<file path="src/frsyn_map.svh">
// register offsets, field positions, reset values and timing counts of the synthesizer block
`ifndef FRSYN_MAP_SVH
`define FRSYN_MAP_SVH

`define FRSYN_OFF_PROG        12'h000
`define FRSYN_OFF_STATUS      12'h004
`define FRSYN_OFF_MODULUS     12'h008
`define FRSYN_OFF_TIMER       12'h00c
`define FRSYN_OFF_DIVIDERS    12'h010

`define FRSYN_CTL_LO          0
`define FRSYN_CTL_HI          1
`define FRSYN_SEL_FEEDBACK    2'h0
`define FRSYN_SEL_REFERENCE   2'h1
`define FRSYN_SEL_CONTROL     2'h2
`define FRSYN_SEL_NOISE       2'h3

`define FRSYN_FB_FASTLOCK     23
`define FRSYN_FB_INT_HI       22
`define FRSYN_FB_INT_LO       14
`define FRSYN_FB_FRACTIONAL_VALUE_HI      13
`define FRSYN_FB_FRACTIONAL_VALUE_LO      2

`define FRSYN_RD_LOAD_SELECT  23
`define FRSYN_RD_MUX_HI       22
`define FRSYN_RD_MUX_LO       20
`define FRSYN_RD_PRESCALER    18
`define FRSYN_RD_RDIV_HI      17
`define FRSYN_RD_RDIV_LO      14
`define FRSYN_RD_MOD_HI       13
`define FRSYN_RD_MOD_LO       2

`define FRSYN_CW_COUNTER_HOLD 2

`define FRSYN_RST_WORD        24'h000000
`define FRSYN_RST_MODULUS     12'h001
`define FRSYN_RST_RDIV        4'h1

`define FRSYN_CP_FAST_GAIN    5'h10
`define FRSYN_CP_SLOW_GAIN    5'h01

`define FRSYN_LOCK_CYCLES     40
`define FRSYN_LOCK_ERR_NS     15
`define FRSYN_UNLOCK_ERR_NS   30

`endif

</file>
<file path="src/frsyn_pkg.sv">
// types shared by the synthesizer programming block
package frsyn_pkg;

  typedef logic [23:0] frsyn_word_t;

  typedef enum logic [2:0] {
    FRSYN_MUX_LOW,
    FRSYN_MUX_LOCK,
    FRSYN_MUX_COMPARE,
    FRSYN_MUX_FASTLOCK,
    FRSYN_MUX_REFERENCE,
    FRSYN_MUX_HOLD,
    FRSYN_MUX_CPGAIN,
    FRSYN_MUX_HIGH
  } frsyn_mux_sel_t;

  typedef enum logic {
    FRSYN_HUNT,
    FRSYN_LOCKED
  } frsyn_lock_state_t;

endpackage

</file>
<file path="src/frsyn_lock_detect.sv">
// digital lock detector counting good comparison cycles
`timescale 1ns/100ps
`include "frsyn_map.svh"

module frsyn_lock_detect #(
  parameter int LOCK_CYCLES = `FRSYN_LOCK_CYCLES,
  parameter int ERR_W       = 8
) (
  input  wire logic             pclk,
  input  wire logic             presetn,
  input  wire logic             restart,
  input  wire logic             compare_tick,
  input  wire logic [ERR_W-1:0] phase_err_ns,
  output logic                  locked
);
  import frsyn_pkg::*;

  localparam logic [ERR_W-1:0] LOCK_ERR   = ERR_W'(`FRSYN_LOCK_ERR_NS);
  localparam logic [ERR_W-1:0] UNLOCK_ERR = ERR_W'(`FRSYN_UNLOCK_ERR_NS);
  localparam logic [6:0]       LOCK_LAST  = 7'(LOCK_CYCLES - 1);

  frsyn_lock_state_t state_reg;
  logic [6:0]        good_reg;

  always_ff @(posedge pclk or negedge presetn) begin
    if (!presetn) begin
      state_reg <= FRSYN_HUNT;
      good_reg  <= 7'h00;
    end else if (restart) begin
      state_reg <= FRSYN_HUNT;
      good_reg  <= 7'h00;
    end else if (compare_tick) begin
      case (state_reg)
        FRSYN_HUNT: begin
          if (phase_err_ns >= LOCK_ERR) begin
            good_reg <= 7'h00;
          end else if (good_reg == LOCK_LAST) begin
            state_reg <= FRSYN_LOCKED;
            good_reg  <= 7'h00;
          end else begin
            good_reg <= good_reg + 7'h01;
          end
        end
        FRSYN_LOCKED: begin
          if (phase_err_ns > UNLOCK_ERR) begin
            state_reg <= FRSYN_HUNT;
          end
        end
        default: begin
          state_reg <= FRSYN_HUNT;
          good_reg  <= 7'h00;
        end
      endcase
    end
  end

  always_ff @(posedge pclk or negedge presetn) begin
    if (!presetn) begin
      locked <= 1'b0;
    end else begin
      locked <= (state_reg == FRSYN_LOCKED) && !restart;
    end
  end

endmodule

</file>
<file path="src/frsyn_program_regs.sv">
// programming registers, fast-lock timer, reference divider and status of the fractional synthesizer
`timescale 1ns/100ps
`include "frsyn_map.svh"

module frsyn_program_regs #(
  parameter int ERR_W = 8
) (
  input  wire logic                  pclk,
  input  wire logic                  presetn,
  input  wire logic                  psel,
  input  wire logic                  penable,
  input  wire logic                  pwrite,
  input  wire logic [11:0]           paddr,
  input  wire logic [31:0]           pwdata,
  output logic      [31:0]           prdata,
  output logic                       pready,
  output logic                       pslverr,
  input  wire logic                  reference_tick,
  input  wire logic [ERR_W-1:0]      phase_err_ns,
  output logic      [8:0]            int_value,
  output logic      [11:0]           fractional_value,
  output logic      [11:0]           modulus_value,
  output logic                       prescaler_high,
  output frsyn_pkg::frsyn_mux_sel_t  status_select,
  output frsyn_pkg::frsyn_word_t     control_word,
  output frsyn_pkg::frsyn_word_t     noise_spur_word,
  output logic      [4:0]            cp_gain,
  output logic                       compare_tick,
  output logic                       lock_detect,
  output logic                       muxed_status_output
);
  import frsyn_pkg::*;

  function automatic logic [11:0] mid_field(input frsyn_word_t w);
    mid_field = w[`FRSYN_RD_MOD_HI:`FRSYN_RD_MOD_LO];
  endfunction

  logic        setup_hit;
  logic        wr_now;
  logic        rd_now;
  logic [1:0]  sel;
  frsyn_word_t word;
  logic        wr_feedback;
  logic        wr_reference;
  logic        wr_control;
  logic        wr_noise;
  logic        counter_hold;
  logic        mapped;

  assign setup_hit    = psel && penable && !pready;
  assign mapped       = (paddr == `FRSYN_OFF_PROG) || (paddr == `FRSYN_OFF_STATUS) ||
                        (paddr == `FRSYN_OFF_MODULUS) || (paddr == `FRSYN_OFF_TIMER) ||
                        (paddr == `FRSYN_OFF_DIVIDERS);
  assign wr_now       = setup_hit && pwrite && (paddr == `FRSYN_OFF_PROG);
  assign rd_now       = setup_hit && !pwrite;
  assign word         = pwdata[23:0];
  assign sel          = word[`FRSYN_CTL_HI:`FRSYN_CTL_LO];
  assign wr_feedback  = wr_now && (sel == `FRSYN_SEL_FEEDBACK);
  assign wr_reference = wr_now && (sel == `FRSYN_SEL_REFERENCE);
  assign wr_control   = wr_now && (sel == `FRSYN_SEL_CONTROL);
  assign wr_noise     = wr_now && (sel == `FRSYN_SEL_NOISE);
  assign counter_hold = control_word[`FRSYN_CW_COUNTER_HOLD];

  frsyn_word_t last_word_reg;
  logic [11:0] mod_pending_reg;
  logic [11:0] timer_value_reg;
  logic [3:0]  ref_div_reg;
  logic [3:0]  ref_count_reg;
  logic [11:0] timer_count_reg;
  logic        fast_active_reg;
  logic        fast_start;
  logic        lock_raw;

  // answer one cycle into the access phase; writes land on that same edge
  always_ff @(posedge pclk or negedge presetn) begin
    if (!presetn) begin
      pready  <= 1'b0;
      pslverr <= 1'b0;
    end else begin
      pready  <= setup_hit;
      pslverr <= setup_hit && !mapped;
    end
  end

  always_ff @(posedge pclk or negedge presetn) begin
    if (!presetn) begin
      prdata <= 32'h00000000;
    end else if (rd_now) begin
      case (paddr)
        `FRSYN_OFF_PROG:     prdata <= {8'h00, last_word_reg};
        `FRSYN_OFF_STATUS:   prdata <= {24'h000000, cp_gain, fast_active_reg, counter_hold, lock_detect};
        `FRSYN_OFF_MODULUS:  prdata <= {4'h0, mod_pending_reg, 4'h0, modulus_value};
        `FRSYN_OFF_TIMER:    prdata <= {4'h0, timer_value_reg, 4'h0, timer_count_reg};
        `FRSYN_OFF_DIVIDERS: prdata <= {7'h00, int_value, fractional_value, ref_div_reg};
        default:             prdata <= 32'h00000000;
      endcase
    end else begin
      prdata <= 32'h00000000;
    end
  end

  always_ff @(posedge pclk or negedge presetn) begin
    if (!presetn) begin
      last_word_reg <= `FRSYN_RST_WORD;
    end else if (wr_now) begin
      last_word_reg <= word;
    end
  end

  // only the word picked by its control bits changes
  always_ff @(posedge pclk or negedge presetn) begin
    if (!presetn) begin
      int_value        <= 9'h000;
      fractional_value <= 12'h000;
    end else if (wr_feedback) begin
      int_value        <= word[`FRSYN_FB_INT_HI:`FRSYN_FB_INT_LO];
      fractional_value <= word[`FRSYN_FB_FRACTIONAL_VALUE_HI:`FRSYN_FB_FRACTIONAL_VALUE_LO];
    end
  end

  always_ff @(posedge pclk or negedge presetn) begin
    if (!presetn) begin
      prescaler_high <= 1'b0;
      status_select  <= FRSYN_MUX_LOW;
      ref_div_reg    <= `FRSYN_RST_RDIV;
    end else if (wr_reference) begin
      prescaler_high <= word[`FRSYN_RD_PRESCALER];
      status_select  <= frsyn_mux_sel_t'(word[`FRSYN_RD_MUX_HI:`FRSYN_RD_MUX_LO]);
      ref_div_reg    <= word[`FRSYN_RD_RDIV_HI:`FRSYN_RD_RDIV_LO];
    end
  end

  always_ff @(posedge pclk or negedge presetn) begin
    if (!presetn) begin
      mod_pending_reg <= `FRSYN_RST_MODULUS;
      timer_value_reg <= 12'h000;
    end else if (wr_reference) begin
      if (word[`FRSYN_RD_LOAD_SELECT]) begin
        timer_value_reg <= mid_field(word);
      end else begin
        mod_pending_reg <= mid_field(word);
      end
    end
  end

  // pending modulus goes live only on the next feedback write
  always_ff @(posedge pclk or negedge presetn) begin
    if (!presetn) begin
      modulus_value <= `FRSYN_RST_MODULUS;
    end else if (wr_feedback) begin
      modulus_value <= mod_pending_reg;
    end
  end

  always_ff @(posedge pclk or negedge presetn) begin
    if (!presetn) begin
      control_word <= `FRSYN_RST_WORD;
    end else if (wr_control) begin
      control_word <= word;
    end
  end

  always_ff @(posedge pclk or negedge presetn) begin
    if (!presetn) begin
      noise_spur_word <= `FRSYN_RST_WORD;
    end else if (wr_noise) begin
      noise_spur_word <= word;
    end
  end

  // a ratio of 0 is not legal; treated as 1 so the comparison clock never stops
  always_ff @(posedge pclk or negedge presetn) begin
    if (!presetn) begin
      ref_count_reg <= 4'h0;
      compare_tick  <= 1'b0;
    end else if (counter_hold) begin
      ref_count_reg <= 4'h0;
      compare_tick  <= 1'b0;
    end else if (reference_tick) begin
      if (ref_count_reg + 4'h1 >= ref_div_reg) begin
        ref_count_reg <= 4'h0;
        compare_tick  <= 1'b1;
      end else begin
        ref_count_reg <= ref_count_reg + 4'h1;
        compare_tick  <= 1'b0;
      end
    end else begin
      compare_tick <= 1'b0;
    end
  end

  assign fast_start = wr_feedback && word[`FRSYN_FB_FASTLOCK] && (timer_value_reg != 12'h000);

  always_ff @(posedge pclk or negedge presetn) begin
    if (!presetn) begin
      timer_count_reg <= 12'h000;
      fast_active_reg <= 1'b0;
    end else if (counter_hold) begin
      timer_count_reg <= 12'h000;
      fast_active_reg <= 1'b0;
    end else if (fast_start) begin
      timer_count_reg <= timer_value_reg;
      fast_active_reg <= 1'b1;
    end else if (fast_active_reg && compare_tick) begin
      timer_count_reg <= timer_count_reg - 12'h001;
      if (timer_count_reg == 12'h001) begin
        fast_active_reg <= 1'b0;
      end
    end
  end

  always_ff @(posedge pclk or negedge presetn) begin
    if (!presetn) begin
      cp_gain <= `FRSYN_CP_SLOW_GAIN;
    end else begin
      cp_gain <= fast_active_reg ? `FRSYN_CP_FAST_GAIN : `FRSYN_CP_SLOW_GAIN;
    end
  end

  frsyn_lock_detect #(
    .LOCK_CYCLES (`FRSYN_LOCK_CYCLES),
    .ERR_W       (ERR_W)
  ) u_lock (
    .pclk         (pclk),
    .presetn      (presetn),
    .restart      (wr_feedback || counter_hold),
    .compare_tick (compare_tick),
    .phase_err_ns (phase_err_ns),
    .locked       (lock_raw)
  );

  always_ff @(posedge pclk or negedge presetn) begin
    if (!presetn) begin
      lock_detect <= 1'b0;
    end else begin
      lock_detect <= lock_raw && !wr_feedback;
    end
  end

  always_ff @(posedge pclk or negedge presetn) begin
    if (!presetn) begin
      muxed_status_output <= 1'b0;
    end else begin
      case (status_select)
        FRSYN_MUX_LOW:       muxed_status_output <= 1'b0;
        FRSYN_MUX_LOCK:      muxed_status_output <= lock_raw;
        FRSYN_MUX_COMPARE:   muxed_status_output <= compare_tick;
        FRSYN_MUX_FASTLOCK:  muxed_status_output <= fast_active_reg;
        FRSYN_MUX_REFERENCE: muxed_status_output <= reference_tick;
        FRSYN_MUX_HOLD:      muxed_status_output <= counter_hold;
        FRSYN_MUX_CPGAIN:    muxed_status_output <= (cp_gain == `FRSYN_CP_FAST_GAIN);
        FRSYN_MUX_HIGH:      muxed_status_output <= 1'b1;
        default:             muxed_status_output <= 1'b0;
      endcase
    end
  end

endmodule

</file>
<file path="config.mk">
export PLATFORM = sky130hd
export DESIGN_NAME = frsyn_program_regs
export DESIGN_NICKNAME = d
export VERILOG_FILES = /design/src/frsyn_pkg.sv /design/src/frsyn_lock_detect.sv /design/src/frsyn_program_regs.sv
export VERILOG_INCLUDE_DIRS = /design/src /design/src/src
export SDC_FILE = /design/constraint.sdc
export NUM_CORES = 1
export LEC_CHECK = 0
export BUFFER_PORTS_ARGS = -buffer_cell sky130_fd_sc_hd__clkbuf_2
export CORE_UTILIZATION = 30
export DETAILED_ROUTE_END_ITERATION = 12
export MAX_ROUTING_LAYER = met4
export RECOVER_POWER = 25
export SYNTH_ARGS = -nofsm -noshare
export SYNTH_HDL_FRONTEND = slang
export SYNTH_SLANG_ARGS = --single-unit
</file>
<file path="constraint.sdc">
create_clock -name pclk -period 3.26 [get_ports pclk]
set_input_delay 0.652 -clock pclk [delete_from_list [all_inputs] [get_ports pclk]]
set_output_delay 0.652 -clock pclk [all_outputs]
set_load 0.05 [all_outputs]
</file>
======== Yosys cells after proc, flatten, opt, wreduce, memory -nomap -nowiden ========
Cells that the tools add are included.
W data, S select, Z words.
cells by class
  $add $sub $neg .......................... 3
  $lt $le $gt $ge ......................... 3
  eq/ne operators ......................... 18
  muxes and demuxes ....................... 28
  bitwise logic cells ..................... 2
  reduce and logical (&&, ||, !) cells .... 37
operator list
  operator                 count
  $pmux W28 S5             1
  $mux W12                 3
  $mux W7                  5
  $mux W32                 1
  $eq A12 B4 Y1 const B    2
  $logic_and A1 B1 Y1      15
  $eq A12 B1 Y1 const B    1
  $eq A12 B3 Y1 const B    1
  $eq A12 B5 Y1 const B    1
  $eq A3 B3 Y1 const B     4
  $logic_not A12 Y1        1
  $mux W1                  12
  $mux W4                  3
  $reduce_bool A12 Y1      1
  $sub A12 B1 Y12 const B  1
  $ge A8 B4 Y1 const B     1
  $gt A8 B5 Y1 const B     1
  $pmux W1 S8              1
  $reduce_and A2 Y1        4
  $add A7 B1 Y7 const B    1
  $eq A7 B6 Y1 const B     1
  $eq A3 B2 Y1 const B     2
  $reduce_bool A3 Y1       2
  $eq A5 B5 Y1 const B     1
  14 further kinds         25
storage, ports and cells
  register bits ........................... 205
  bits of input ports ..................... 58
  output and inout port bits .............. 127

======== Logic depth before layout (Yosys ltp) ========
  word-level depth ........................ 9
  depth in mapped cells ................... 7
  depth with buffers taken out ............ 7

======== By module ========
A second synthesis with hierarchy kept.
unflattened totals
  cell total of the unflattened synthesis .. 691
  area, all modules ....................... 8680.8 um2
by module, submodules not included
  module              times used  cells an instance  area an instance (um2)  sequential area each (um2)
  frsyn_program_regs  1           640                8174.1                  4734.5
  frsyn_lock_detect   1           51                 506.7                   225.2

======== Worst setup path before layout ========
No wires, ideal clock.
  path type ............................... input -> register
  from .................................... in paddr[0]
  to ...................................... reg mod_pending_reg[10]
  arrival time ............................ 2757 ps
  data required time ...................... 3135 ps
  setup slack ............................. 378 ps
  stages on the path ...................... 7
  buffers on the path ..................... 3
  cells stage by stage .................... or4_1 buf_2 or4_4 buf_6 nor3_4 buf_6 mux2_4
on the way
  word-level cells in the longest chain between the ends .. 4
RTL lines
  element                      RTL line                   RTL
  start, declared              frsyn_program_regs.sv:13   input wire logic [11:0] paddr,
  $logic_not A12 Y1            n/a
  $logic_and A1 B1 Y1          frsyn_program_regs.sv:54   assign wr_now = setup_hit && pwrite && (paddr == `FRSYN_OFF_PROG);
  $logic_and A1 B1 Y1          frsyn_program_regs.sv:59   assign wr_reference = wr_now && (sel == `FRSYN_SEL_REFERENCE);
  $reduce_and A2 Y1 (no line)  n/a
  end signal, assigned         frsyn_program_regs.sv:135  mod_pending_reg <= `FRSYN_RST_MODULUS;
  end signal, assigned         frsyn_program_regs.sv:141  mod_pending_reg <= mid_field(word);
  end, declared                frsyn_program_regs.sv:65   logic [11:0] mod_pending_reg;
Every way passes these cells.
A chain may end at the register's enable or synchronous reset.

======== Worst setup path after layout ========
  from .................................... in paddr[2]
  to ...................................... reg control_word[19]
on the way
  word-level cells in the longest chain between the ends .. 3
RTL lines
  element               RTL line                   RTL
  $logic_not A12 Y1     n/a
  $logic_and A1 B1 Y1   frsyn_program_regs.sv:54
  $logic_and A1 B1 Y1   frsyn_program_regs.sv:60   assign wr_control = wr_now && (sel == `FRSYN_SEL_CONTROL);
  end signal, assigned  frsyn_program_regs.sv:157  control_word <= `FRSYN_RST_WORD;
  end signal, assigned  frsyn_program_regs.sv:159  control_word <= word;
  end, declared         frsyn_program_regs.sv:25   output frsyn_pkg::frsyn_word_t control_word,
Every way passes these cells.

==> metrics.md <==
| Metric | Value |
|---|---|
| RSZ-0062 raised after global routing | false |
| Met1 Track Usage GR | 0.228 |
| CTS root buf | clkbuf_16 |
| H-tree depth | 4 |
| Data required time at the worst endpoint | 3.57 ns |
| Die Ht | 175 um |
| N_diodes | 0 |
| Starting density of the core | 0.308 |
| Final Hold Vio Count | 0 |
| Wire per inst | 18.8 um |
| Peak supply drop | 0.304 mV |
| Largest Register | prdata |
| CTS tree | built |
| Flops & latches, synth | 198 |
| Worst clock skew | 0.0105 ns |
| GP Congestion | 0.887 |
| Failing checks | capacitance limit, slew limit |
| Tcrit/Tclk final | 0.793 |
| Clk sinks | 198 |
| Post-synthesis sequential area ratio | 0.554 |
| Commonest non-fill, non-tap cell in the layout | dfrtp_1 |
| Syn Inst Count | 740 |
| # resized after CTS | 0 |
| M2 GR Usage | 0.267 |
| Leakage power figure | 5.50 nW |
| First-pass iteration count of the detailed router | 5 |
| FP Rows | 62 |
| Critical path startpoint | paddr[2] |
| Clock tree buffer depth | 2 |
| Vias in the first global route | 6638 |
| Status | complete, but fails checks |
| Met3 GRT Util | 0.0372 |
| Pins Over Slew Limit | 80 |
| Max-cap violations | 1 |
| Total track usage | 0.172 |
| Number of flops mapped to enable cells by yosys | 0 |
| Share of post-route cells with drive strength above 1 | 0.353 |
| Worst setup EP type | flip-flop |
| R2R Path Start | pready$_DFF_PN0_ |
| Post-CTS Hold Buffers | 0 |
| Pin count of the biggest net entering global routing | 81 |
| Primary FF master, synth | dfrtp_1 |
| Synth-to-Final Area Change | 22.0% |
| Worst setup path end | control_word[19]$_DFFE_PN0P_ |
| Design Area, Final | 10900 um2 |
| Drt via density | 4.98 |
| FMAX | 0.387 GHz |
| Placed Area | 10300 um2 |
| Worst-path maximum fanout | 14 |
| Global routing's busiest layer | met2 |
| Critical setup path kind | in2reg |
| Min-Delay Path Class | reg2reg |
| Slew HR | -0.389 |
| Max reg flops | 28 |
| Worst slew pin tran | 2.08 ns |
| Final setup fails | 0 |
| Insertion delay to the later sink of the worst-skew pair | 0.44 ns |
| Post-Route Utilization | 0.376 |
| Placed cells | 1283 |
| Yosys warns | 0 |
| Die area | 30500 um2 |
| Power per cell area | 465 nW/um2 |
| Worst Setup Start Kind | input pin |
| Routed WL | 24.7 mm |
| Core Area | 29000 um2 |
| R2R Path End | control_word[19]$_DFFE_PN0P_ |
| Post-CTS Setup Bufs | 0 |
| Gr ovfl total | 0 |
| CTS clk-pin slew, worst paths | 0.07 ns |
| Finished Layout Cells | 1315 |
| Chip Width | 175 um |
| ANT nets after route | 0 |
| Nets | 984 |
| R2R setup slack | 0.68 ns |
| DR iter-0 viols | 485 |
| Mapped Avg Cell Area | 12.1 um2 |
| Final min period | 2.59 ns |
| Ports | 185 |
| Commonest cells after routing, fill and taps aside | dfrtp_1, clkbuf_2, nand2_1, mux2_2, nor2_1 |
| DR DRC count | 0 |
| Mapped Area | 8950 um2 |
| Worst setup margin | 0.674 ns |
| Reg2Reg Depth | 5 |
| Post-synth ARST share | 1.00 |
| Post-synth cell types | 60 |
| Arr. time, crit path | 2.90 ns |
| Placement Setup Slack | 0.231 ns |
| Via count | 6554 |
| Initial antenna violation count | 0 |
| Final TNS setup | 0 ns |
| CTS Buf Count | 17 |
| Post-DP HPWL | 18.3 mm |
| IO Port Bufs | 169 |
| Global-route wire length before repair | 39.0 mm |
## synthesized netlist by cell type, types with 2 or more instances
library cell  instances  share of area
a32o_1                4         0.0045
o31a_1                2         0.0020
nor4b_1               2         0.0020
nor3_1               13         0.0073
nand2b_1              6         0.0042
mux2_4               20          0.034
mux2_1               27          0.034
xor2_1                3         0.0029
o211ai_1              2         0.0017
nand2_1              88          0.037
a32oi_1               3         0.0029
nor2b_1              11         0.0077
buf_1                 5         0.0021
ha_1                  8          0.011
or3_1                 4         0.0028
a41o_1                6         0.0067
or2_2                 5         0.0035
nor4_1                9         0.0063
o2bb2ai_1            16          0.016
inv_1                12         0.0050
nor2_1               38          0.016
a21oi_1              25          0.014
and3_1                3         0.0021
buf_4                12          0.010
xnor2_1              13          0.013
dfstp_2               4          0.012
o31ai_1               9         0.0075
or4_1                 8         0.0067
nand4_1               8         0.0056
a22oi_1              16          0.013
mux2i_1              26          0.029
nand3_1               8         0.0045
o21ai_0               9         0.0050
dfrtp_1             194           0.54
buf_6                 3         0.0038
nand4b_1              2         0.0020
nor3_4                3         0.0055
nor3b_1               3         0.0025
buf_2                 2         0.0011
clkbuf_1             26          0.011
mux2_2               63          0.079
## layout make-up
type | count | area [um2]
well taps | 384 | 480
repair buffers | 201 | 1120
multi-input cells | 488 | 3730
clock inverters | 11 | 139
inverters | 12 | 45.0
clock buffers | 21 | 450
fillers | 2884 | 18100
flip-flops and latches | 198 | 4960
## per-layer routing
metal	vias to the layer above	wire length, um
met5	-	0
li1	2994	-
met1	3351	11400
met3	16	1170
met4	0	278
met2	193	11800
## critical path: stages
cell,delay [ns]
clkbuf_2,0.09
or4b_1,0.59
or4_4,0.67
nor3b_4,0.31
buf_4,0.23
mux2_1,0.34
## per-stage QoR
step                      hold slack (ns)  power [mW]
after floorplan                     0.356        2.82
after global placement              0.449        2.99
after detailed placement            0.456        2.99
after CTS                           0.279        5.13
after global routing                0.479        5.28
final                               0.466        5.07
## power breakdown
| group | internal (mW) | switching, mW | total, mW |
|---|---|---|---|
| clock | 1.17 | 0.960 | 2.13 |
| sequential | 2.51 | 0.0624 | 2.57 |
| combinational | 0.134 | 0.242 | 0.375 |
| total | 3.81 | 1.26 | 5.07 |
## kinds of logic after synthesis
logic type / share of synthesized area
adders and majority gates: 0.0112
other: 0.000419
xor gates and xnor gates: 0.0157
buffers and inverters: 0.0330
muxes: 0.176
and+or+nand+nor: 0.130
AOI/OAI and AO/OA: 0.0797
DFF: 0.554
## worst min-delay path by stage
stage                                  startpoint                       endpoint  slack, ns  cells past startpoint
finish              last_word_reg[10]$_DFFE_PN0P_  last_word_reg[10]$_DFFE_PN0P_       0.47                      2
global route                           pwdata[19]  last_word_reg[19]$_DFFE_PN0P_       0.48                      3
CTS                                       presetn           prdata[10]$_DFF_PN0_       0.28                      1
detailed placement  last_word_reg[18]$_DFFE_PN0P_  last_word_reg[18]$_DFFE_PN0P_       0.46                      2
global placement    last_word_reg[19]$_DFFE_PN0P_  last_word_reg[19]$_DFFE_PN0P_       0.45                      2
floorplan                                 presetn         compare_tick$_DFF_PN0_       0.36                      0
(Power assumes the default switching activity.)
